File: config.mk
export PLATFORM = sky130hd
export DESIGN_NAME = cos_top
export DESIGN_NICKNAME = d
export VERILOG_FILES = /design/src/cos_pkg.sv /design/src/cos_chan_if.sv /design/src/cos_out_chan.sv /design/src/cos_top.sv
export SDC_FILE = /design/constraint.sdc
export NUM_CORES = 1
export LEC_CHECK = 0
export BUFFER_PORTS_ARGS = -buffer_cell sky130_fd_sc_hd__buf_2
export CAP_MARGIN = 10
export CORE_ASPECT_RATIO = 2
export CORE_MARGIN = 8
export CORE_UTILIZATION = 55
export CTS_CLUSTER_DIAMETER = 200
export CTS_CLUSTER_SIZE = 20
export DETAILED_ROUTE_END_ITERATION = 8
export GPL_TIMING_DRIVEN = 0
export PLACE_DENSITY = 0.77
export SYNTH_ARGS = -nofsm -noshare
export SYNTH_HDL_FRONTEND = slang
export SYNTH_HIERARCHICAL = 1
export SYNTH_SLANG_ARGS = --single-unit
File: constraint.sdc
create_clock -name hclk -period 3.5 [get_ports hclk]
set_input_delay 0.175 -clock hclk [delete_from_list [all_inputs] [get_ports hclk]]
set_output_delay 0.175 -clock hclk [all_outputs]
set_load 0.02 [all_outputs]
File: src/cos_pkg.sv
// constants and types shared by the contact output and trip supervision block
package cos_pkg;

  // ----------------------------------------------------------------
  // timing
  // ----------------------------------------------------------------
  localparam int unsigned CLK_PERIOD_NS = 25;
  localparam int unsigned NS_PER_MS = 1000000;
  localparam int unsigned MS_CYCLES_DFLT = NS_PER_MS / CLK_PERIOD_NS;
  localparam int unsigned MS_W = 16;
  localparam int unsigned CONT_FAIL_MS = 500;
  localparam int unsigned CONT_W = 10;
  localparam logic [CONT_W-1:0] CONT_LIMIT = CONT_W'(CONT_FAIL_MS);
  localparam int unsigned PULSE_W = 16;
  localparam logic [PULSE_W-1:0] PULSE_DFLT_MS = PULSE_W'(10000);

  // ----------------------------------------------------------------
  // sizes
  // ----------------------------------------------------------------
  localparam int unsigned N_OUT = 8;
  localparam int unsigned N_BOARD = 4;
  localparam int unsigned N_CIRC = 2;
  localparam int unsigned N_EV = 8;
  localparam int unsigned SEAL_OUT_A = 6;
  localparam int unsigned SEAL_OUT_B = 7;

  // ----------------------------------------------------------------
  // register map (byte offsets) and field layout
  // ----------------------------------------------------------------
  localparam logic [7:0] ADDR_TYPE = 8'h00;
  localparam logic [7:0] ADDR_POL = 8'h04;
  localparam logic [7:0] ADDR_STAT = 8'h08;
  localparam logic [7:0] ADDR_IRQ = 8'h0C;
  localparam logic [7:0] ADDR_MASK = 8'h10;
  localparam logic [7:0] ADDR_PULSE0 = 8'h20;
  localparam logic [7:0] ADDR_PULSE_LAST = 8'h3C;
  localparam int unsigned STAT_ACT = 0;
  localparam int unsigned STAT_OPND = 8;
  localparam int unsigned STAT_BRD = 16;
  localparam int unsigned EV_CONT = 0;
  localparam int unsigned EV_SEAL = 2;
  localparam int unsigned EV_BRD = 4;
  localparam logic [15:0] TYPE_RST = 16'h0000;
  localparam logic [7:0] POL_RST = 8'h00;
  localparam logic [1:0] HTRANS_NONSEQ = 2'h2;

  typedef enum logic [1:0] {COS_NORMAL, COS_PULSE, COS_LATCHED} cos_otype_e;

endpackage

File: src/cos_chan_if.sv
// signals between the block top and one contact output channel
`timescale 1ns/100ps
`default_nettype none
interface cos_chan_if;
  import cos_pkg::*;
  logic cmd;
  logic clear;
  logic [1:0] otype;
  logic invert;
  logic [PULSE_W-1:0] pulse_ms;
  logic ms_tick;
  logic seal;
  logic active;
  logic phys;
  modport chan (input cmd, clear, otype, invert, pulse_ms, ms_tick, seal, output active, phys);
  modport top (output cmd, clear, otype, invert, pulse_ms, ms_tick, seal, input active, phys);
endinterface
`default_nettype wire

File: src/cos_out_chan.sv
// one contact output: normal, pulse or latched shaping, seal-in and polarity
`timescale 1ns/100ps
`default_nettype none
module cos_out_chan
  import cos_pkg::*;
(
  input wire logic hclk,
  input wire logic hresetn,
  cos_chan_if.chan ch
);

  logic latch;
  logic next_latch;
  logic [PULSE_W-1:0] pcnt;
  logic [PULSE_W-1:0] next_pcnt;
  logic next_active;
  logic next_phys;
  logic logic_on;

  always_comb begin
    next_latch = latch;
    next_pcnt = pcnt;
    logic_on = ch.cmd;
    case (ch.otype)
      COS_PULSE: begin
        // hold for the command time plus the pulse length
        if (ch.cmd) begin
          next_pcnt = ch.pulse_ms;
        end else if (ch.ms_tick && pcnt != '0) begin
          next_pcnt = pcnt - PULSE_W'(1);
        end
        logic_on = ch.cmd | (pcnt != '0);
      end
      COS_LATCHED: begin
        // a command in the same cycle as the clear keeps the latch set
        if (ch.clear) begin
          next_latch = 1'b0;
        end
        if (ch.cmd) begin
          next_latch = 1'b1;
        end
        logic_on = ch.cmd | next_latch;
      end
      default: begin
        next_latch = 1'b0;
        next_pcnt = '0;
        logic_on = ch.cmd;
      end
    endcase
    // current through the contact keeps it closed whatever the command
    next_active = logic_on | (ch.active & ch.seal);
    next_phys = next_active ^ ch.invert;
  end

  always_ff @(posedge hclk or negedge hresetn) begin
    if (!hresetn) begin
      latch <= 1'b0;
      pcnt <= '0;
      ch.active <= 1'b0;
      ch.phys <= 1'b0;
    end else begin
      latch <= next_latch;
      pcnt <= next_pcnt;
      ch.active <= next_active;
      ch.phys <= next_phys;
    end
  end
endmodule // cos_out_chan
`default_nettype wire

File: src/cos_top.sv
// contact outputs, board status and trip circuit supervision with AHB-Lite registers
`timescale 1ns/100ps
`default_nettype none
module cos_top
  import cos_pkg::*;
#(
  parameter int unsigned MS_CYCLES = MS_CYCLES_DFLT
) (
  input wire logic hclk,
  input wire logic hresetn,
  input wire logic hsel,
  input wire logic [31:0] haddr,
  input wire logic [1:0] htrans,
  input wire logic hwrite,
  input wire logic [2:0] hsize,
  input wire logic [31:0] hwdata,
  input wire logic hready,
  output logic [31:0] hrdata,
  output logic hreadyout,
  output logic hresp,
  input wire logic [N_OUT-1:0] output_operate_cmd_n,
  input wire logic [N_OUT-1:0] output_latch_clear_n,
  input wire logic circuit1_detector_a,
  input wire logic circuit1_detector_b,
  input wire logic circuit2_detector_a,
  input wire logic circuit2_detector_b,
  input wire logic output7_current_sense,
  input wire logic output8_current_sense,
  input wire logic [N_BOARD-1:0] board_anomaly,
  input wire logic [N_BOARD-1:0] board_absent,
  output logic [N_OUT-1:0] output_status_n,
  output logic [N_OUT-1:0] output_drive,
  output logic circuit1_continuity_ok,
  output logic circuit2_continuity_ok,
  output logic [7:0] supervision_operands,
  output logic [N_BOARD-1:0] board_status,
  output logic irq
);

  // ----------------------------------------------------------------
  // millisecond tick
  // ----------------------------------------------------------------
  logic [MS_W-1:0] ms_cnt;
  logic [MS_W-1:0] next_ms_cnt;
  logic ms_tick;

  always_comb begin
    ms_tick = (ms_cnt == MS_W'(MS_CYCLES - 1));
    next_ms_cnt = ms_tick ? '0 : ms_cnt + MS_W'(1);
  end

  always_ff @(posedge hclk or negedge hresetn) begin
    if (!hresetn) begin
      ms_cnt <= '0;
    end else begin
      ms_cnt <= next_ms_cnt;
    end
  end

  // ----------------------------------------------------------------
  // supervision: continuity timers and operands
  // ----------------------------------------------------------------
  logic [1:0] det_a;
  logic [1:0] det_b;
  logic [1:0] sense;
  logic [N_CIRC-1:0] cont_ok;
  logic [N_CIRC-1:0] next_cont_ok;
  logic [CONT_W-1:0] cont_cnt [N_CIRC];
  logic [CONT_W-1:0] next_cont_cnt [N_CIRC];
  logic [7:0] next_operands;
  logic [N_BOARD-1:0] next_board_status;

  // circuit 1 on index 0, circuit 2 on index 1
  assign det_a = {circuit2_detector_a, circuit1_detector_a};
  assign det_b = {circuit2_detector_b, circuit1_detector_b};
  assign sense = {output8_current_sense, output7_current_sense};

  // no enable anywhere: these run from reset release onward
  always_comb begin
    for (int i = 0; i < N_CIRC; i++) begin
      next_cont_cnt[i] = cont_cnt[i];
      if (det_a[i] | det_b[i]) begin
        next_cont_cnt[i] = '0;
      end else if (ms_tick && cont_cnt[i] <= CONT_LIMIT) begin
        next_cont_cnt[i] = cont_cnt[i] + CONT_W'(1);
      end
      // only the detectors and the timer decide, nothing else
      next_cont_ok[i] = (next_cont_cnt[i] <= CONT_LIMIT);
    end
    next_operands = {next_cont_ok, sense, det_b[1], det_a[1], det_b[0], det_a[0]};
    next_board_status = board_anomaly | board_absent;
  end

  always_ff @(posedge hclk or negedge hresetn) begin
    if (!hresetn) begin
      for (int i = 0; i < N_CIRC; i++) begin
        cont_cnt[i] <= '0;
      end
      cont_ok <= '1;
      // continuity operands mirror the flags, which come out of reset high
      supervision_operands[7:6] <= '1;
      supervision_operands[5:0] <= '0;
      board_status <= '0;
    end else begin
      for (int i = 0; i < N_CIRC; i++) begin
        cont_cnt[i] <= next_cont_cnt[i];
      end
      cont_ok <= next_cont_ok;
      supervision_operands <= next_operands;
      board_status <= next_board_status;
    end
  end

  assign circuit1_continuity_ok = cont_ok[0];
  assign circuit2_continuity_ok = cont_ok[1];

  // ----------------------------------------------------------------
  // AHB-Lite slave and register file
  // ----------------------------------------------------------------
  logic [15:0] type_reg;
  logic [15:0] next_type_reg;
  logic [N_OUT-1:0] pol_reg;
  logic [N_OUT-1:0] next_pol_reg;
  logic [PULSE_W-1:0] pulse_reg [N_OUT];
  logic [PULSE_W-1:0] next_pulse_reg [N_OUT];
  logic [N_EV-1:0] irq_stat;
  logic [N_EV-1:0] next_irq_stat;
  logic [N_EV-1:0] irq_mask;
  logic [N_EV-1:0] next_irq_mask;
  logic [N_EV-1:0] events;
  logic [1:0] sense_q;
  logic wr_pend;
  logic next_wr_pend;
  logic [7:0] wr_addr;
  logic [7:0] next_wr_addr;
  logic [31:0] next_hrdata;
  logic addr_phase;
  logic wr_go;
  logic [N_OUT-1:0] act;
  logic [2:0] pidx;

  assign addr_phase = hsel & hready & (htrans == HTRANS_NONSEQ | htrans == 2'h3);
  assign wr_go = wr_pend;
  assign hreadyout = 1'b1;
  assign hresp = 1'b0;

  // events: continuity lost, seal current appears, board flag rises
  assign events = {~board_status & next_board_status, sense & ~sense_q,
                   cont_ok & ~next_cont_ok};

  always_comb begin
    next_wr_pend = addr_phase & hwrite;
    next_wr_addr = addr_phase ? haddr[7:0] : wr_addr;
    next_type_reg = type_reg;
    next_pol_reg = pol_reg;
    next_irq_mask = irq_mask;
    for (int i = 0; i < N_OUT; i++) begin
      next_pulse_reg[i] = pulse_reg[i];
    end
    next_irq_stat = irq_stat;
    pidx = wr_addr[4:2];
    if (wr_go) begin
      if (wr_addr == ADDR_TYPE) begin
        next_type_reg = hwdata[15:0];
      end else if (wr_addr == ADDR_POL) begin
        next_pol_reg = hwdata[N_OUT-1:0];
      end else if (wr_addr == ADDR_IRQ) begin
        next_irq_stat = irq_stat & ~hwdata[N_EV-1:0];
      end else if (wr_addr == ADDR_MASK) begin
        next_irq_mask = hwdata[N_EV-1:0];
      end else if (wr_addr >= ADDR_PULSE0 && wr_addr <= ADDR_PULSE_LAST
                   && wr_addr[1:0] == 2'h0) begin
        next_pulse_reg[pidx] = hwdata[PULSE_W-1:0];
      end
    end
    // a new event beats a clear in the same cycle
    next_irq_stat = next_irq_stat | events;
    next_hrdata = hrdata;
    if (addr_phase && !hwrite) begin
      if (haddr[7:0] == ADDR_TYPE) begin
        next_hrdata = {16'h0000, type_reg};
      end else if (haddr[7:0] == ADDR_POL) begin
        next_hrdata = {24'h000000, pol_reg};
      end else if (haddr[7:0] == ADDR_STAT) begin
        next_hrdata = {12'h000, board_status, supervision_operands, act};
      end else if (haddr[7:0] == ADDR_IRQ) begin
        next_hrdata = {24'h000000, irq_stat};
      end else if (haddr[7:0] == ADDR_MASK) begin
        next_hrdata = {24'h000000, irq_mask};
      end else if (haddr[7:0] >= ADDR_PULSE0 && haddr[7:0] <= ADDR_PULSE_LAST
                   && haddr[1:0] == 2'h0) begin
        next_hrdata = {16'h0000, pulse_reg[haddr[4:2]]};
      end else begin
        next_hrdata = 32'h00000000;
      end
    end
  end

  always_ff @(posedge hclk or negedge hresetn) begin
    if (!hresetn) begin
      type_reg <= TYPE_RST;
      pol_reg <= POL_RST;
      for (int i = 0; i < N_OUT; i++) begin
        pulse_reg[i] <= PULSE_DFLT_MS;
      end
      irq_stat <= '0;
      irq_mask <= '0;
      sense_q <= '0;
      wr_pend <= 1'b0;
      wr_addr <= 8'h00;
      hrdata <= 32'h00000000;
      irq <= 1'b0;
    end else begin
      type_reg <= next_type_reg;
      pol_reg <= next_pol_reg;
      for (int i = 0; i < N_OUT; i++) begin
        pulse_reg[i] <= next_pulse_reg[i];
      end
      irq_stat <= next_irq_stat;
      irq_mask <= next_irq_mask;
      sense_q <= sense;
      wr_pend <= next_wr_pend;
      wr_addr <= next_wr_addr;
      hrdata <= next_hrdata;
      irq <= |(next_irq_stat & next_irq_mask);
    end
  end

  // ----------------------------------------------------------------
  // contact output channels
  // ----------------------------------------------------------------
  cos_chan_if ch [N_OUT] ();

  for (genvar g = 0; g < N_OUT; g++) begin : g_out
    assign ch[g].cmd = output_operate_cmd_n[g];
    assign ch[g].clear = output_latch_clear_n[g];
    assign ch[g].otype = type_reg[2*g+1:2*g];
    assign ch[g].invert = pol_reg[g];
    assign ch[g].pulse_ms = pulse_reg[g];
    assign ch[g].ms_tick = ms_tick;
    // only the two current sensing outputs can seal
    if (g == SEAL_OUT_A) begin : g_seal_a
      assign ch[g].seal = sense[0];
    end else if (g == SEAL_OUT_B) begin : g_seal_b
      assign ch[g].seal = sense[1];
    end else begin : g_noseal
      assign ch[g].seal = 1'b0;
    end
    assign act[g] = ch[g].active;
    assign output_status_n[g] = ch[g].active;
    assign output_drive[g] = ch[g].phys;
    cos_out_chan u_chan (
      .hclk(hclk),
      .hresetn(hresetn),
      .ch(ch[g])
    );
  end
endmodule // cos_top
`default_nettype wire

**Word level (Yosys, flattened, before mapping)**

Cells that the tools add are included.

- Add/sub/neg operators: 11
- Order comparisons: 11
- Equality and inequality tests: 34
- Muxes and demuxes: 90
- Bitwise logic cells: 59
- Reductions and logical operators: 41

Operators by type and width:

| operator | number |
|---|---|
| 16-bit 2-to-1 mux | 23 |
| 16-bit case mux with 2 select lines | 8 |
| 128-bit bitwise mux | 1 |
| 16-bit nonzero test | 8 |
| 16-bit by 1-bit subtractor with 16-bit output (second input constant) | 8 |
| 8-bit 2-to-1 mux | 9 |
| 20-bit 2-to-1 mux | 3 |
| 16-bit binary-select mux with 3-bit select | 1 |
| 16-bit demux with 3-bit select | 1 |
| 10-bit by 9-bit <= comparator with 1-bit output (second input constant) | 4 |
| 10-bit 2-to-1 mux | 4 |
| 1-bit case mux with 2 select lines | 16 |
| 8-bit by 4-bit == test with 1-bit output (second input constant) | 3 |
| 1-bit 2-to-1 mux | 24 |
| 3-bit by 2-bit != test with 1-bit output (second input constant) | 8 |
| 1-bit OR | 21 |
| 10-bit by 1-bit adder with 10-bit output (second input constant) | 2 |
| 2-bit == test (second input constant) | 10 |
| 2-bit AND reduction | 9 |
| 16-bit by 1-bit adder with 16-bit output (second input constant) | 1 |
| 8-bit AND | 2 |
| 16-bit == test (second input constant) | 1 |
| 2-bit by 1-bit == test with 1-bit output (second input constant) | 8 |
| 8-bit by 3-bit == test with 1-bit output (second input constant) | 2 |
| other kinds (23) | 69 |

- Register bits after elaboration: 414
- Output and inout port bits: 65
- Word-level logic and storage cells: 301

**Depth between registers and ports, before layout**

- Depth after elaboration: 10
- Gate-level depth with buffers: 10
- Mapped depth without buffers: 10

**Cells and area by module**

Netlist, hierarchy kept.

By module, submodules not included:

| module | times used | cells an instance | area an instance (µm²) |
|---|---|---|---|
| cos_top | 1 | 894 | 11509.8 |
| cos_out_chan | 8 | 153 | 1357.6 |

**Worst setup path before layout**

No wires, ideal clock.

- Path kind: register -> register
- Start point: reg ms_cnt[7]
- End point: reg g_out[0].u_chan.pcnt[10]
- Arrival time: 3221 ps
- Path slack: 159 ps
- Stages on the path, launching flop included: 9
- Period minus slack after synthesis: 3341 ps
- Path through: dfrtp_1 or4_1 buf_2 nor2_1 nor2b_1 buf_1 o2111ai_1 o311a_1 a31o_1

- Cells in the longest elaborated chain, start to end: 4

Ends and longest elaborated chain:

| item | RTL line | text |
|---|---|---|
| from (decl) | cos_top.sv:43 | `logic [MS_W-1:0] ms_cnt;` |
| from (signal assigned) | cos_top.sv:56 | `ms_cnt <= next_ms_cnt;` |
| 16-bit == test | cos_top.sv:48 | `ms_tick = (ms_cnt == MS_W'(MS_CYCLES - 1));` |
| via ch[0].ms_tick | cos_chan_if.sv:11 | `logic ms_tick;` |
| 1-bit logical AND | cos_out_chan.sv:29 | `end else if (ch.ms_tick && pcnt != '0) begin` |
| 3-bit by 2-bit != test with 1-bit output (no line) | - |  |
| 2-bit AND reduction (no line) | - |  |
| to (signal assigned) | cos_out_chan.sv:63 | `pcnt <= next_pcnt;` |
| to (decl) | cos_out_chan.sv:14 | `logic [PULSE_W-1:0] pcnt;` |

The timed path passes the listed nets, and every way through them passes these cells.
A chain may end at the register's enable or synchronous reset.

**Worst setup path in the final report**

- Start point: in haddr[1]
- End point: reg hrdata[4]

- Cells in the longest elaborated chain, start to end: 9
- Elaborated cells on any way between the ends: 16
- Classes of those cells: order compare: 2; eq/ne: 4; mux: 6; reduce/logical: 4

Ends and longest elaborated chain:

| item | RTL line | text |
|---|---|---|
| from (decl) | cos_top.sv:12 | `input wire logic [31:0] haddr,` |
| 8-bit by 6-bit greater-or-equal comparator with 1-bit output / 8-bit by 6-bit <= comparator with 1-bit output (equally long branches) | cos_top.sv:190 | `end else if (haddr[7:0] >= ADDR_PULSE0 && haddr[7:0] <= ADDR_PULSE_LAST` |
| 1-bit logical AND | cos_top.sv:190 |  |
| 1-bit logical AND | cos_top.sv:191 | `&& haddr[1:0] == 2'h0) begin` |
| 16-bit 2-to-1 mux | cos_top.sv:190 |  |
| 16-bit 2-to-1 mux | cos_top.sv:188 | `end else if (haddr[7:0] == ADDR_MASK) begin` |
| 16-bit 2-to-1 mux | cos_top.sv:186 | `end else if (haddr[7:0] == ADDR_IRQ) begin` |
| 20-bit 2-to-1 mux | cos_top.sv:184 | `end else if (haddr[7:0] == ADDR_STAT) begin` |
| 20-bit 2-to-1 mux | cos_top.sv:182 | `end else if (haddr[7:0] == ADDR_POL) begin` |
| 20-bit 2-to-1 mux * | cos_top.sv:180 | `if (haddr[7:0] == ADDR_TYPE) begin` |
| to (signal assigned) | cos_top.sv:224 | `hrdata <= next_hrdata;` |
| to (decl) | cos_top.sv:18 | `output logic [31:0] hrdata,` |

Every way passes the cells marked *; elsewhere a longest branch is shown, timed or not.

==> impl_metrics.ini <==
[min_path]
hp-class = in2reg

[place]
place_area_mm2 = 0.0238
dp_hpwl_mm = 58.9
finalWeightedCongestion = 1.05
port_buffers = 108

[yosys]
yosysWarnings = 6
synth_area_per_cell_um2 = 10.6
synth_area_leader_cell = dfrtp_1
synth-seq-cells = 398
synth_area_mm2 = 0.0224
synth-edff-count = 0
synthArstFlopShare_pct = 100
synth_cell_types = 72
synth_ff_type = dfrtp_1
ys_seq_area_share_pct = 44.8
synth_top_area_share_pct = 39.8
synth_area_leaders = dfrtp_1, mux2_2, dfstp_2, mux4_2, nand2_1
synthCells = 2118

[sta]
tns_ns = 0
hold_slack_ns = 0.0141
setup_viol = 0
rsz0062_at_grt = false
worst_pin_slew_ns = 1.23
slew-limit-headroom_pct = 17.5
finalCritPeriodShare_pct = 94.4
period_needed_ns = 3.30
hold_viol = 0
clock_skew_ns = 0.0268
drv_slew = 0
clock.fmax_ghz = 0.303

[drt]
antenna_left = 0
first_pass_iters = 5
vias = 19359
drtIter0Drc = 1431
wl_per_cell_um = 27.5
drc_errors = 0
avgViaCountPerCell = 6.77
wl_mm = 78.7

[grt]
grt_overflow = 0
grt_pass1_wl_mm = 119
antenna_found_initial = 1
gr-usage-all-layers_pct = 33.0
grt_max_degree = 123
grt_pass1_vias = 20060

[cts]
cts_made_buffers = 23
root_buffer = clkbuf_16
insertion_delay_ns = 0.57
cts.htree.levels = 1
cts_num_sinks = 398
cts_tree = yes
clk_path_buf_depth = 3
clkTransAtPathRegs_ns = 0.09

[cells_and_area]
fill_cells = 3317
layout_commonest_cell = dfrtp_1
final_util_pct = 61.7
syn_to_final_growth_pct = 10.9
layout_common_cells = dfrtp_1, mux2_2, nand2_1
regArea_mm2 = 0.0100
nets = 2443
drive_gt1_share_pct = 22.2
final_area_mm2 = 0.0248
multi_input_area_mm2 = 0.0114

[die]
initial_core_util_pct = 55.6
fp.dieH_um = 301
num_rows = 104
core_area_mm2 = 0.0402
die_w_um = 159
io_pins = 169
dieArea_mm2 = 0.0478

[setup_path]
cp_top_family = simple AND/OR/NAND/NOR gates
crit_slowest_cell = or4_1
endpoint_kind = register
max_stage_delay_ns = 0.69
crit_fanout = 10
path_cells = dlygate4sd3_1 > buf_2 > or4_1 > nor3_1 > nand2b_1 > clkbuf_1 > nor2_1 > clkbuf_1 > a21oi_1 > o31ai_1
required_ns = 3.97
critPathKind = in2reg
crit_buf_inv = 4
critPathLaunchType = input pin
crit_path_frequent_cell = clkbuf_1
worstPathArrival_ns = 3.78

[power]
peakVddDrop_uv = 377
total_leakage_power_uw = 0.0108
powerDensity_mw_per_mm2 = 404

[job]
max_cap_violations = 0

[status]
status = finished, final reports clean
## power breakdown
| group | switching, uW | leakage [uW] | internal [uW] |
|---|---|---|---|
| Clock | 1600 | 0.000315 | 1280 |
| Combinational | 1320 | 0.00536 | 767 |
| Sequential | 259 | 0.00512 | 4800 |
| Total | 3180 | 0.0108 | 6840 |
## synthesized netlist by cell type, drive strengths merged, types with 42 or more instances
cell type and count:
o21ai 98, or4 42, nor3 48, a21oi 47, buf 80, mux2 171
nand4 61, dfstp 42, nor2 125, dfrtp 356, nand2 170, nand3 71
mux2i 46, inv 106, nor4 49, a32o 48, clkbuf 53
## worst paths after layout
check | from | to | slack [ns] | depth (start not counted)
setup / recovery | haddr[1] | hrdata[4] | 0.20 | 10
setup reg to reg | wr_addr[1] | ch[2].pulse_ms[6] | 0.22 | 5
max in group asynchronous | hresetn | g_out[2].u_chan/pcnt[3] | 1.82 | 4
hold reg to reg | hrdata[15] | hrdata[15] | 0.48 | 2
min in group asynchronous | hresetn | g_out[5].u_chan/pcnt[7] | 0.18 | 2
hold / removal | output_latch_clear_n[2] | g_out[2].u_chan/latch | 0.01 | 3
## worst register-to-register path, cell delays in order (launching register included)
cell and delay (ns):
dfrtp_1 0.39, nor2_1 0.47, nand4_1 0.33, nor3b_1 1.06
clkbuf_1 0.49, mux2_2 0.40
## cell families (layout without fill, tap and decap cells)
kind of cell / after synthesis / after routing / synth area share (%)
simple gates: 701 / 701 / 17.7
compound gates: 474 / 474 / 16.3
mux: 249 / 249 / 13.9
other cells: 2 / 22 / 0.0336
buf+inv: 239 / 430 / 4.65
fa+ha+maj: 29 / 29 / 1.62
xor+xnor: 26 / 26 / 1.02
flops: 398 / 398 / 44.8
## metrics by stage
step / total power (uW) / setup slack (ns) / std cells
after floorplan: 6370 / 0.159 / 2136
after global placement: 7100 / -5.51 / 2774
after detailed placement: 7140 / -0.509 / 2779
after CTS: 10000 / 0.0269 / 2855
after global routing: 10400 / 0.102 / 2857
final: 10000 / 0.197 / 2859
## metal layers
layer	GRT usage, %	wire [um]	vias up
met5	0	0	-
met4	26.6	7370	0
met3	3.93	4760	339
met2	58.5	40200	923
met1	34.3	26400	9662
li1	-	-	8435
## cell type report
type | count | share of cell area, %
clock buffers | 41 | 2.63
repair buffers | 149 | 4.11
plain buffers | 133 | 2.61
multi-input cells | 1499 | 46.0
well taps | 530 | 2.67
inverters | 106 | 1.60
diodes | 2 | 0.0202
clock inverters | 1 | 0.0353
flip-flops and latches | 398 | 40.3
## repair_timing
item | in CTS | in global routing
cloned | 0 | 0
endpoints found under the setup margin | 48 | 6
hold buffers | 32 | 0
pin swaps | 1 | 1
setup buffers | 2 | 1
hold endpoints to repair | 112 | 0
resized for setup | 6 | 1
No activity file was read; power rests on OpenSTA's default activity.
